<file path="src/fwdt_map.vh">
`ifndef FWDT_MAP_VH
`define FWDT_MAP_VH
// Register offset of the control register
`define FWDT_CTRL_OFF      8'h2A
// Field positions
`define FWDT_ACT_BIT       7
`define FWDT_TOP_BIT       6
// Reset value of the control register
`define FWDT_CTRL_RST      8'h7F
// Prescaler period in oscillator cycles
`define FWDT_PRESC_CYC     16384
// Timebase correction constants (units of 64 cycles)
`define FWDT_TB0_K         59
`define FWDT_TB1_K         53
`define FWDT_TB2_K         35
`define FWDT_TB3_K         54
`define FWDT_K_BASE        128
`define FWDT_K_UNIT        64
// Reset pulse width in ns and clock period in ns
`define FWDT_RST_NS        30000
`define FWDT_CLK_NS        100
// Wake restart delays in processor clocks
`define FWDT_WAKE_SHORT    256
`define FWDT_WAKE_LONG     4096
`endif

</file>
<file path="src/fwdt_prescaler.v">
`timescale 1ns/100ps
`include "fwdt_map.vh"
module fwdt_prescaler #(
  parameter PRESC_CYC = `FWDT_PRESC_CYC
) (
  input  wire       clk_i,
  input  wire       resetn_i,
  input  wire       run_i,
  input  wire [1:0] timebase_select_i,
  output reg        tick_o
);
  localparam [14:0] TOP_CNT = PRESC_CYC - 1;
  reg  [14:0] cnt_q;
  wire [14:0] first;

  // First tick after reset uses the timebase phase offset
  function [14:0] first_cnt;
    input [1:0] tb;
    begin
      case (tb)
        2'h0:    first_cnt = (`FWDT_TB0_K + `FWDT_K_BASE) * `FWDT_K_UNIT;
        2'h1:    first_cnt = (`FWDT_TB1_K + `FWDT_K_BASE) * `FWDT_K_UNIT;
        2'h2:    first_cnt = (`FWDT_TB2_K + `FWDT_K_BASE) * `FWDT_K_UNIT;
        default: first_cnt = (`FWDT_TB3_K + `FWDT_K_BASE) * `FWDT_K_UNIT;
      endcase
    end
  endfunction

  assign first = first_cnt(timebase_select_i) - 15'h0001;
  // Reload until the synchronised timebase has settled
  reg  [1:0]  started_q;

  always @(posedge clk_i or negedge resetn_i)
  begin
    if (!resetn_i)
    begin
      cnt_q     <= 15'h0000;
      started_q <= 2'h0;
      tick_o    <= 1'b0;
    end
    else
    begin
      tick_o <= 1'b0;
      if (started_q != 2'h3)
      begin
        started_q <= started_q + 2'h1;
        cnt_q     <= first; // RULE_12
      end
      else if (run_i)
      begin
        if (cnt_q == 15'h0000)
        begin
          cnt_q  <= TOP_CNT; // RULE_01
          tick_o <= 1'b1;
        end
        else
        begin
          cnt_q <= cnt_q - 15'h0001;
        end
      end
    end
  end
endmodule // fwdt_prescaler

</file>
<file path="src/fwdt_watchdog.v">
`timescale 1ns/100ps
`include "fwdt_map.vh"
// Overview of operation
// RULE_01: Counter decrements every 16384 oscillator cycles
// RULE_02: Lower six bits set timeout steps
// RULE_03: Activated rollover 40h to 3Fh resets
// RULE_04: Counter runs even when not activated
// RULE_05: Software rewrites FFh to C0h periodically
// RULE_06: Deactivated after any reset; code clears act_q only on resetn_i, not after its own mcu_reset_n_o pulse
// RULE_07: Writes cannot deactivate once activated
// RULE_08: Activate with top bit clear resets
// RULE_09: Halt resets when activated, optional
// RULE_10: Hardware mode forces permanent activation
// RULE_11: Prescaler phase not reset on write
// RULE_12: Timebase selects first-decrement correction constant
// RULE_13: First decrement between minimum and maximum
// RULE_14: Control register resets to 7Fh
// RULE_15: After wake resume following delay
// RULE_16: Write loads counter next edge
module fwdt_watchdog #(
  parameter WAKE_LONG  = `FWDT_WAKE_LONG,
  parameter WAKE_SHORT = `FWDT_WAKE_SHORT,
  parameter PRESC_CYC  = `FWDT_PRESC_CYC
) (
  input  wire       clk_i,
  input  wire       resetn_i,
  input  wire [7:0] addr_i,
  input  wire [7:0] wdata_i,
  input  wire       wr_i,
  input  wire       rd_i,
  output reg  [7:0] rdata_o,
  input  wire [1:0] timebase_select_i,
  input  wire       hw_watchdog_i,
  input  wire       halt_reset_option_i,
  input  wire       halt_exec_i,
  input  wire       ext_wake_i,
  input  wire       long_wake_i,
  output reg        mcu_reset_n_o
);
  localparam RST_CYC  = `FWDT_RST_NS / `FWDT_CLK_NS;
  localparam ST_RUN   = 2'h0;
  localparam ST_HALT  = 2'h1;
  localparam ST_WAKE  = 2'h2;
  localparam ST_RESET = 2'h3;

  reg        act_q;
  reg  [6:0] timeout_count_q;
  reg  [1:0] state_q;
  reg  [12:0] wait_q;
  reg  [9:0] pulse_q;
  reg  [1:0] hw_sync_q;
  reg  [1:0] tb_meta_q;
  reg  [1:0] tb_sync_q;
  reg  [1:0] hro_sync_q;
  reg  [1:0] halt_sync_q;
  reg  [1:0] wake_sync_q;
  reg  [1:0] long_sync_q;
  wire       tick;
  wire       active;
  wire       ctrl_wr;
  wire       run;
  wire       roll;
  wire       sw_rst;
  wire       halt_rst;

  // Two-stage synchronisers for pin inputs
  always @(posedge clk_i or negedge resetn_i)
  begin
    if (!resetn_i)
    begin
      hw_sync_q   <= 2'h0;
      tb_meta_q   <= 2'h0;
      tb_sync_q   <= 2'h0;
      hro_sync_q  <= 2'h0;
      halt_sync_q <= 2'h0;
      wake_sync_q <= 2'h0;
      long_sync_q <= 2'h0;
    end
    else
    begin
      hw_sync_q   <= {hw_sync_q[0], hw_watchdog_i};
      tb_meta_q   <= timebase_select_i;
      tb_sync_q   <= tb_meta_q;
      hro_sync_q  <= {hro_sync_q[0], halt_reset_option_i};
      halt_sync_q <= {halt_sync_q[0], halt_exec_i};
      wake_sync_q <= {wake_sync_q[0], ext_wake_i};
      long_sync_q <= {long_sync_q[0], long_wake_i};
    end
  end

  assign ctrl_wr  = wr_i && (addr_i == `FWDT_CTRL_OFF);
  assign active   = act_q || hw_sync_q[1]; // RULE_10
  assign run      = (state_q == ST_RUN); // RULE_04
  assign roll     = tick && run && (timeout_count_q == 7'h40); // RULE_03
  assign sw_rst   = ctrl_wr && !wdata_i[`FWDT_TOP_BIT]
                    && (wdata_i[`FWDT_ACT_BIT] || active); // RULE_08
  assign halt_rst = halt_sync_q[1] && hro_sync_q[1] && active; // RULE_09

  fwdt_prescaler #(
    .PRESC_CYC (PRESC_CYC)
  ) u_presc (
    .clk_i             (clk_i),
    .resetn_i          (resetn_i),
    .run_i             (run), // RULE_11
    .timebase_select_i (tb_sync_q),
    .tick_o            (tick) // RULE_13
  );

  // Control register and counter
  always @(posedge clk_i or negedge resetn_i)
  begin
    if (!resetn_i)
    begin
      act_q           <= 1'b0; // RULE_06
      timeout_count_q <= 7'h7F; // RULE_14
    end
    else if (ctrl_wr)
    begin
      act_q           <= act_q | wdata_i[`FWDT_ACT_BIT]; // RULE_07
      timeout_count_q <= wdata_i[6:0]; // RULE_16
    end
    else if (tick && run)
    begin
      timeout_count_q <= timeout_count_q - 7'h01; // RULE_01
    end
  end
  // Lower six bits give 64 programmable steps before top bit falls // RULE_02

  // Halt, wake and reset pulse sequencing
  always @(posedge clk_i or negedge resetn_i)
  begin
    if (!resetn_i)
    begin
      state_q       <= ST_RUN;
      wait_q        <= 13'h0000;
      pulse_q       <= 10'h000;
      mcu_reset_n_o <= 1'b1;
    end
    else
    begin
      case (state_q)
        ST_RUN:
        begin
          if ((roll && active) || (sw_rst && !act_q) || (sw_rst && act_q) || halt_rst)
          begin
            state_q       <= ST_RESET;
            pulse_q       <= RST_CYC[9:0] - 10'h001;
            mcu_reset_n_o <= 1'b0; // RULE_03
          end
          else if (halt_sync_q[1])
          begin
            state_q <= ST_HALT;
          end
        end
        ST_HALT:
        begin
          if (wake_sync_q[1])
          begin
            state_q <= ST_WAKE;
            wait_q  <= long_sync_q[1] ? WAKE_LONG[12:0] - 13'h0001
                                      : WAKE_SHORT[12:0] - 13'h0001; // RULE_15
          end
        end
        ST_WAKE:
        begin
          if (wait_q == 13'h0000)
          begin
            state_q <= ST_RUN;
          end
          else
          begin
            wait_q <= wait_q - 13'h0001;
          end
        end
        default:
        begin
          if (pulse_q == 10'h000)
          begin
            state_q       <= ST_RUN;
            mcu_reset_n_o <= 1'b1;
          end
          else
          begin
            pulse_q <= pulse_q - 10'h001;
          end
        end
      endcase
    end
  end

  // Register read port, data one cycle after strobe
  always @(posedge clk_i or negedge resetn_i)
  begin
    if (!resetn_i)
    begin
      rdata_o <= 8'h00;
    end
    else if (rd_i && (addr_i == `FWDT_CTRL_OFF))
    begin
      rdata_o <= {act_q, timeout_count_q};
    end
    else
    begin
      rdata_o <= 8'h00;
    end
  end
endmodule // fwdt_watchdog

</file>
<file path="config.mk">
export PLATFORM = sky130hd
export DESIGN_NAME = fwdt_watchdog
export DESIGN_NICKNAME = d
export VERILOG_FILES = /design/src/fwdt_prescaler.v /design/src/fwdt_watchdog.v
export VERILOG_INCLUDE_DIRS = /design/src
export SDC_FILE = /design/constraint.sdc
export NUM_CORES = 1
export LEC_CHECK = 0
export BUFFER_PORTS_ARGS = -buffer_cell sky130_fd_sc_hd__buf_2
export CAP_MARGIN = 20
export CORE_ASPECT_RATIO = 0.75
export CORE_MARGIN = 2
export CORE_UTILIZATION = 45
export CTS_CLUSTER_SIZE = 10
export DETAILED_ROUTE_END_ITERATION = 16
export HOLD_SLACK_MARGIN = 0.1
export PLACE_DENSITY = 0.74
export SKIP_CTS_REPAIR_TIMING = 1
export SLEW_MARGIN = 10
export SYNTH_ARGS = -nofsm -noshare
export SYNTH_HDL_FRONTEND = slang
export SYNTH_SLANG_ARGS = --single-unit
</file>
<file path="constraint.sdc">
create_clock -name clk_i -period 3.75 [get_ports clk_i]
set_clock_uncertainty 0.15 [all_clocks]
set_input_delay 0.375 -clock clk_i [delete_from_list [all_inputs] [get_ports clk_i]]
set_output_delay 0.375 -clock clk_i [all_outputs]
set_load 0.1 [all_outputs]
</file>
==> flow_metrics.tcl, run 1 <==
set metrics [dict create \
    port_buffers 35 \
    hold_viol 0 \
    drt_iter0_drc 87 \
    swShare_pct 35.31 \
    dp_hpwl_um 4750 \
    max_freq_mhz 362.1 \
    routed-via-count 2697 \
    cpMaxStageDelayCell "ha_1" \
    crit_arrival_ps 2850 \
    worst_slew_pin_slew_ps 926.9 \
    worstSetupPathType "flop to flop" \
    synth_area_mm2 0.003573 \
    setup_ws_ps 988.5 \
    status "completed" \
    viasPerCell 5.330 \
    crit_path_max_incr_delay_ps 570 \
    timing.final.crit_share_pct 73.64 \
    ff_latch_area_mm2 0.001862 \
    worstPathRequired_ps 3840 \
    yosys_warnings 0 \
    nNetsFinal 435 \
    drc 0 \
    synth_adder_area_share_pct 3.501 \
    cts_buffer_depth 2 \
    grt_usage_pct 17.25 \
    maxSlewViolCount 0 \
    met2_length_um 3032 \
    internal_power_mw 1.494 \
    worst_setup_path_start_kind "flop" \
    syn_avg_cell_area_um2 10.21 \
    seq_area_frac_synth_pct 52.10 \
    multi_input_area_mm2 0.001609 \
    synthMuxAreaShare_pct 1.821 \
    htree_levels 3 \
    cp_max_fo 20 \
    gr-total-overflow 0 \
    sequentialPowerShare_pct 47.2 \
    syn_nets 387 \
    pre_cts_ws_ps 1004 \
    place.gp.congestion 0.8069 \
    switchingPower_uw 815.7 \
    final_common_cell "dfrtp_1" \
    grt_pass1_vias 2523 \
    end_kind "flop" \
    synth_top_family_by_area "simple AND/OR/NAND/NOR gates" \
    combPwrFrac_pct 30.3 \
    cts_num_sinks 74 \
    fin_tns_setup_ps 0 \
    ff2ff_path_depth 7 \
    synthSimpleGateAreaFrac_pct 22.90 \
    drv_cap 0 \
    drive_above_1_share_pct 16.21 \
    min_path_type "input pin to asynchronous set/reset pin" \
    wl_um 6800 \
    ir_worst_vdd_uv 330.1 \
    tritoncts "done" \
    power.density_mw_per_mm2 562.8 \
    cts_buffers 9 \
    grt_max_degree 75 \
    core_area_mm2 0.007812 \
    setup_viol 0 \
    wl_met3_um 270 \
    die_w_um 106.9 \
    synth_edf_count 0 \
    ys_ff_latch 74 \
    antenna_found_initial 0 \
    die_area_mm2 0.008677 \
    synth_cells 350 \
    async_reset_ff_share_pct 100.0 \
    root_buffer "clkbuf_8" \
    first_pass_iters 5 \
    highest_layer "met4" \
    clk_pin_slew_worst_paths_ps 70 \
    fill_cells 707 \
    rsz0062_at_grt "false" \
    wl_met1_um 3404 \
    worstSkewPairLatency_ps 360 \
    fin_hold_ws_ps 49.44 \
    period_minus_slack_ps 2762 \
    area_growth_pct 14.85 \
    crit_path_cell_trace "inv_1 > ha_1 > nand4_1 > o21a_1 > o221ai_1 > o211ai_1 > mux2_2" \
    wire_per_inst_um 13.44 \
    start_util_pct 45.74 \
    synthXorXnorAreaFrac_pct 5.392 \
    rows 28 \
    grt_pass1_wl_um 11520 \
    power.leakage_nw 1.689 \
    io_pins 36 \
    p_clk_share_pct 22.6 \
    netlist-cell-type-count 55 \
    synth_compound_area_share_pct 11.41 \
    mostFrequentLayoutCells "dfrtp_1 (66), nand2_1 (41), buf_2 (35)" \
    synth_ff_type "dfrtp_1" \
    postRouteAntennaNets 0 \
    finalPower_mw 2.310 \
    antennaDiodeCount 0 \
    die_y_um 81.18 \
    maxSlewHeadroom_pct 38.21 \
]
[kinds of logic after synthesis]
kind of cell	count (synthesis)
buffers and inverters	25
DFF	74
adders and majority gates	10
muxes	6
AOI/OAI and AO/OA	61
xor gates and xnor gates	22
and+or+nand+nor	152
[registers in the layout, indices dropped and copies added (netlist names), 7 cells and up]
register         flops
u_presc.cnt_q       15
wait_q              13
pulse_q             10
rdata_o              8
timeout_count_q      7
[synthesized netlist by cell type (3+ instances only)]
cell	number	area (um2)
nand2b_1	3	18.77
inv_1	15	56.30
dfstp_2	8	210.2
nor4_1	12	75.07
a41oi_1	3	26.28
nand3_1	12	60.06
a21oi_1	13	65.06
nor2_1	22	82.58
or2_2	3	18.77
and2_1	10	62.56
ha_1	10	125.1
nand4_1	3	18.77
xor2_1	10	87.58
nor4b_1	4	35.03
o21ai_0	18	90.09
nor3_1	14	70.07
o22a_1	3	26.28
nand2_1	41	153.9
a31oi_1	3	18.77
xnor2_1	12	105.1
and3_1	6	37.54
clkbuf_1	7	26.28
mux2_2	4	45.04
dfrtp_1	66	1652
or3_1	9	56.30
[power by group through the flow]
stage | Sequential, mW | Combinational [mW] | Clock (mW)
after floorplan | 1.07 | 0.556 | 0
after global placement | 1.10 | 0.661 | 0
after detailed placement | 1.10 | 0.691 | 0
after CTS | 1.09 | 0.692 | 0.544
after global routing | 1.11 | 0.799 | 0.576
final | 1.09 | 0.699 | 0.521
[worst max-delay path: cells and delay by family (launching register included)]
kind / cells / cell delay, ps
AOI/OAI and AO/OA: 3 / 900
adders and majority gates: 1 / 570
DFF: 1 / 400
muxes: 1 / 300
and+or+nand+nor: 1 / 230
buffers and inverters: 1 / 110
[metrics by stage]
| stage | area, um2 | util, % | instances |
|---|---|---|---|
| 6_report | 4104 | 52.53 | 506 |
| 3_5_place_dp | 3841 | 49.17 | 481 |
| 4_1_cts | 3994 | 51.12 | 495 |
| 2_1_floorplan | 3573 | - | 350 |
| 3_3_place_gp | 3841 | 49.17 | 481 |
| 5_1_grt | 4104 | 52.53 | 506 |
[layer usage]
metal	GRT usage [%]	up-vias
met2	25.48	38
met3	5.136	8
li1	-	1350
met5	0	-
met4	7.662	0
met1	23.63	1301
[worst paths after layout]
check / startpoint / endpoint / slack [ps]
setup / recovery: state_q[1] / state_q[1] / 990
hold / removal: resetn_i / wait_q[8] / 50
setup reg to reg: state_q[1] / state_q[1] / 990
hold reg to reg: tb_meta_q[1] / tb_sync_q[1] / 200
max in group asynchronous: resetn_i / u_presc.cnt_q[7] / 2750
min in group clk_i: wdata_i[5] / timeout_count_q[5] / 80
[final cells by class]
class	count	area share, %
sequential	74	45.37
inverter	15	1.372
multi-input combinational	251	39.21
timing repair buffer	47	7.134
clock buffer	14	3.719
tap	105	3.201
No activity file was read; power rests on OpenSTA's default activity.
==> run 2, diff against run 1 <==
--- a/config.mk
+++ b/config.mk
@@ -6,6 +6,7 @@
 export SDC_FILE = /design/constraint.sdc
 export NUM_CORES = 1
 export LEC_CHECK = 0
+export ABC_AREA = 1
 export BUFFER_PORTS_ARGS = -buffer_cell sky130_fd_sc_hd__buf_2
 export CAP_MARGIN = 20
 export CORE_ASPECT_RATIO = 0.75
@@ -14,7 +15,7 @@
 export CTS_CLUSTER_SIZE = 10
 export DETAILED_ROUTE_END_ITERATION = 16
 export HOLD_SLACK_MARGIN = 0.1
-export PLACE_DENSITY = 0.74
+export PLACE_DENSITY = 0.73
 export SKIP_CTS_REPAIR_TIMING = 1
 export SLEW_MARGIN = 10
 export SYNTH_ARGS = -nofsm -noshare
==> constraint.sdc (replaced) <==
create_clock -name clk_i -period 2.65 [get_ports clk_i]
set_clock_uncertainty 0.15 [all_clocks]
set_input_delay 0.265 -clock clk_i [delete_from_list [all_inputs] [get_ports clk_i]]
set_output_delay 0.265 -clock clk_i [all_outputs]
set_load 0.1 [all_outputs]
==> run 2 against run 1 <==
Effect of this change: combinational power rose by 140%; global-route usage up 0.77 points; sequential cell count stayed put; first-iteration DRC count rose by 82%; die area is 8.7% higher.
==> flow_metrics.tcl, run 2 <==
set metrics [dict create \
    cp_max_fo 18 \
    synthMuxAreaShare_pct 0 \
    wl_um 8097 \
    mostFrequentLayoutCells "nand2_1 (102), inv_1 (67), dfrtp_1 (66)" \
    postRouteAntennaNets 0 \
    fill_cells 788 \
    seq_area_frac_synth_pct 47.77 \
    yosys_warnings 0 \
    htree_levels 3 \
    syn_avg_cell_area_um2 8.120 \
    synth_ff_type "dfrtp_1" \
    syn_nets 517 \
    netlist-cell-type-count 42 \
    viasPerCell 5.052 \
    synthXorXnorAreaFrac_pct 2.472 \
    gr-total-overflow 0 \
    maxSlewHeadroom_pct 39.53 \
    cts_buffers 9 \
    ff2ff_setup_slack_ps 550 \
    ys_ff_latch 74 \
    rsz0062_at_grt "false" \
    timing.final.crit_share_pct 79.33 \
    power.leakage_nw 2.300 \
    routed-via-count 3279 \
    tritoncts "done" \
    antenna_found_initial 0 \
    grt_pass1_vias 3082 \
    synth_top_family_by_area "simple AND/OR/NAND/NOR gates" \
    worstSkewPairLatency_ps 330 \
    status "completed" \
    die_y_um 84.60 \
    clk_pin_slew_worst_paths_ps 60 \
    synth_edf_count 0 \
    largest_register_ffs 15 \
    drc 0 \
    setup_viol 0 \
    core_area_mm2 0.008418 \
    ys_top_cells_by_area "dfrtp_1 (42%), nand2_1 (9.8%), inv_1 (6.5%)" \
    root_buffer "clkbuf_16" \
    end_kind "flop" \
    post-synth-top-count-cell "nand2_1" \
    drt_iter0_drc 158 \
    period_minus_slack_ps 2102 \
    maxSlewViolCount 0 \
    nNetsFinal 573 \
    die_area_mm2 0.009429 \
    worst_slew_pin_slew_ps 907.0 \
    crit_arrival_ps 2170 \
    max_freq_mhz 475.7 \
    synth_adder_area_share_pct 3.210 \
    async_reset_ff_share_pct 100.0 \
    worst_setup_path_start_kind "flop" \
    grt_pass1_wl_um 13760 \
    die_w_um 111.5 \
    min_path_type "input pin to flop" \
    ff2ff_path_depth 11 \
    crit_path_cell_trace "inv_1 > ha_1 > nand4_1 > nor2_1 > nor2_1 > nand2_1 > nand2_1 > nand3_2 > nand2_4 > nand2_1 > o21ai_2" \
    area_growth_pct 18.36 \
    synth_top_cell_by_area "dfrtp_1" \
    worstSetupPathType "flop to flop" \
    synth.top_cell.area_share_pct 42.38 \
    hold_viol 0 \
    first_pass_iters 5 \
    wire_per_inst_um 12.48 \
    dp_hpwl_um 5592 \
    synth_cells 480 \
    drive_above_1_share_pct 17.93 \
    antennaDiodeCount 0 \
    rows 29 \
    grt_max_degree 75 \
    cts_num_sinks 74 \
    top_register "u_presc.cnt_q" \
    path_common_cell "nand2_1" \
    ir_worst_vdd_uv 484.4 \
    synthSimpleGateAreaFrac_pct 28.44 \
    grt_usage_pct 18.01 \
    final_common_cell "nand2_1" \
    synth_commonest_cells "nand2_1 (102), inv_1 (67), dfrtp_1 (66)" \
    fin_util_pct 54.80 \
    reg_top3 "u_presc.cnt_q: 15 flops, wait_q: 13 flops, pulse_q: 10 flops" \
    cpMaxStageDelayCell "dfrtp_1" \
    synth_compound_area_share_pct 9.856 \
    port_buffers 35 \
    fin_tns_setup_ps 0 \
    io_pins 36 \
    finalPower_mw 4.566 \
    cts_buffer_depth 2 \
    synth_area_mm2 0.003897 \
    worstPathRequired_ps 2710 \
    start_util_pct 46.30 \
    drv_cap 0 \
    place.gp.congestion 0.8721 \
    crit_path_max_incr_delay_ps 400 \
    min_path_cells 5 \
    power.density_mw_per_mm2 989.8 \
]
## run 2: cell count changes after synthesis, sizes merged, moves of 6 or more
cell	previous run	this run
nand2	41	107
xnor2	12	2
and2	10	0
inv	15	68
nand3	12	44
nor4	12	1
nor3	14	5
clkbuf	7	0
nor2	22	72
and3	6	0
o21ai	19	42
or3	9	0
## run 2: final cells by class
type / instances / area, um2 / share of cell area, %
Tap cell: 108 / 135.1 / 2.929
Timing Repair Buffer: 51 / 332.8 / 7.215
Clock buffer: 11 / 242.7 / 5.262
Sequential cell: 74 / 1862 / 40.36
Inverter: 71 / 271.5 / 5.886
Multi-Input combinational cell: 329 / 1714 / 37.16
Clock inverter: 5 / 55.05 / 1.193
## run 2: power breakdown
part	switching, mW	leakage [nW]	internal (mW)	total, mW
Clock	0.450	0.142	0.751	1.20
Combinational	1.14	1.29	0.577	1.71
Sequential	0.231	0.872	1.42	1.65
## run 2: path summary, 6_finish.rpt
kind | from | to
max in group asynchronous | resetn_i | rdata_o[6]
worst min register to register | long_sync_q[0] | long_sync_q[1]
worst max-delay path | state_q[0] | pulse_q[6]
worst min-delay path | wdata_i[3] | timeout_count_q[3]
min in group asynchronous | resetn_i | u_presc.cnt_q[2]
worst max register to register | state_q[0] | pulse_q[6]
## run 2: logic make-up after synthesis
group | Yosys count
flops | 74
compound gates | 62
xor+xnor | 11
buf+inv | 77
fa+ha+maj | 10
simple gates | 246
## run 2: per-stage QoR
step / cell area (um2) / std cells / worst slack, ps / hold WS [ps]
finish: 4613 / 649 / 547.8 / 108.0
global route: 4613 / 649 / 381.7 / 138.6
detailed placement: 4175 / 619 / 538.1 / 186.4
floorplan: 3897 / 480 / 864.1 / -180.6
global placement: 4175 / 619 / 614.5 / 182.4
CTS: 4473 / 635 / 528.3 / -120.7
## run 2: critical path: cells and delay by family (launching register included)
kind	cells	cell delay (ps)
AO/OA/AOI/OAI	1	60
adder cells (fa/ha/maj)	1	390
buffers and inverters	1	120
flip-flops	1	400
AND/OR/NAND/NOR	8	870
## run 2: metal layers
metal / track usage [%] / vias to the layer above / wire length (um)
met2: 29.32 / 98 / 3737
met3: 5.054 / 7 / 441
met1: 23.71 / 1530 / 3844
li1: - / 1644 / -
met4: 5.387 / 0 / 73
met5: 0 / - / 0
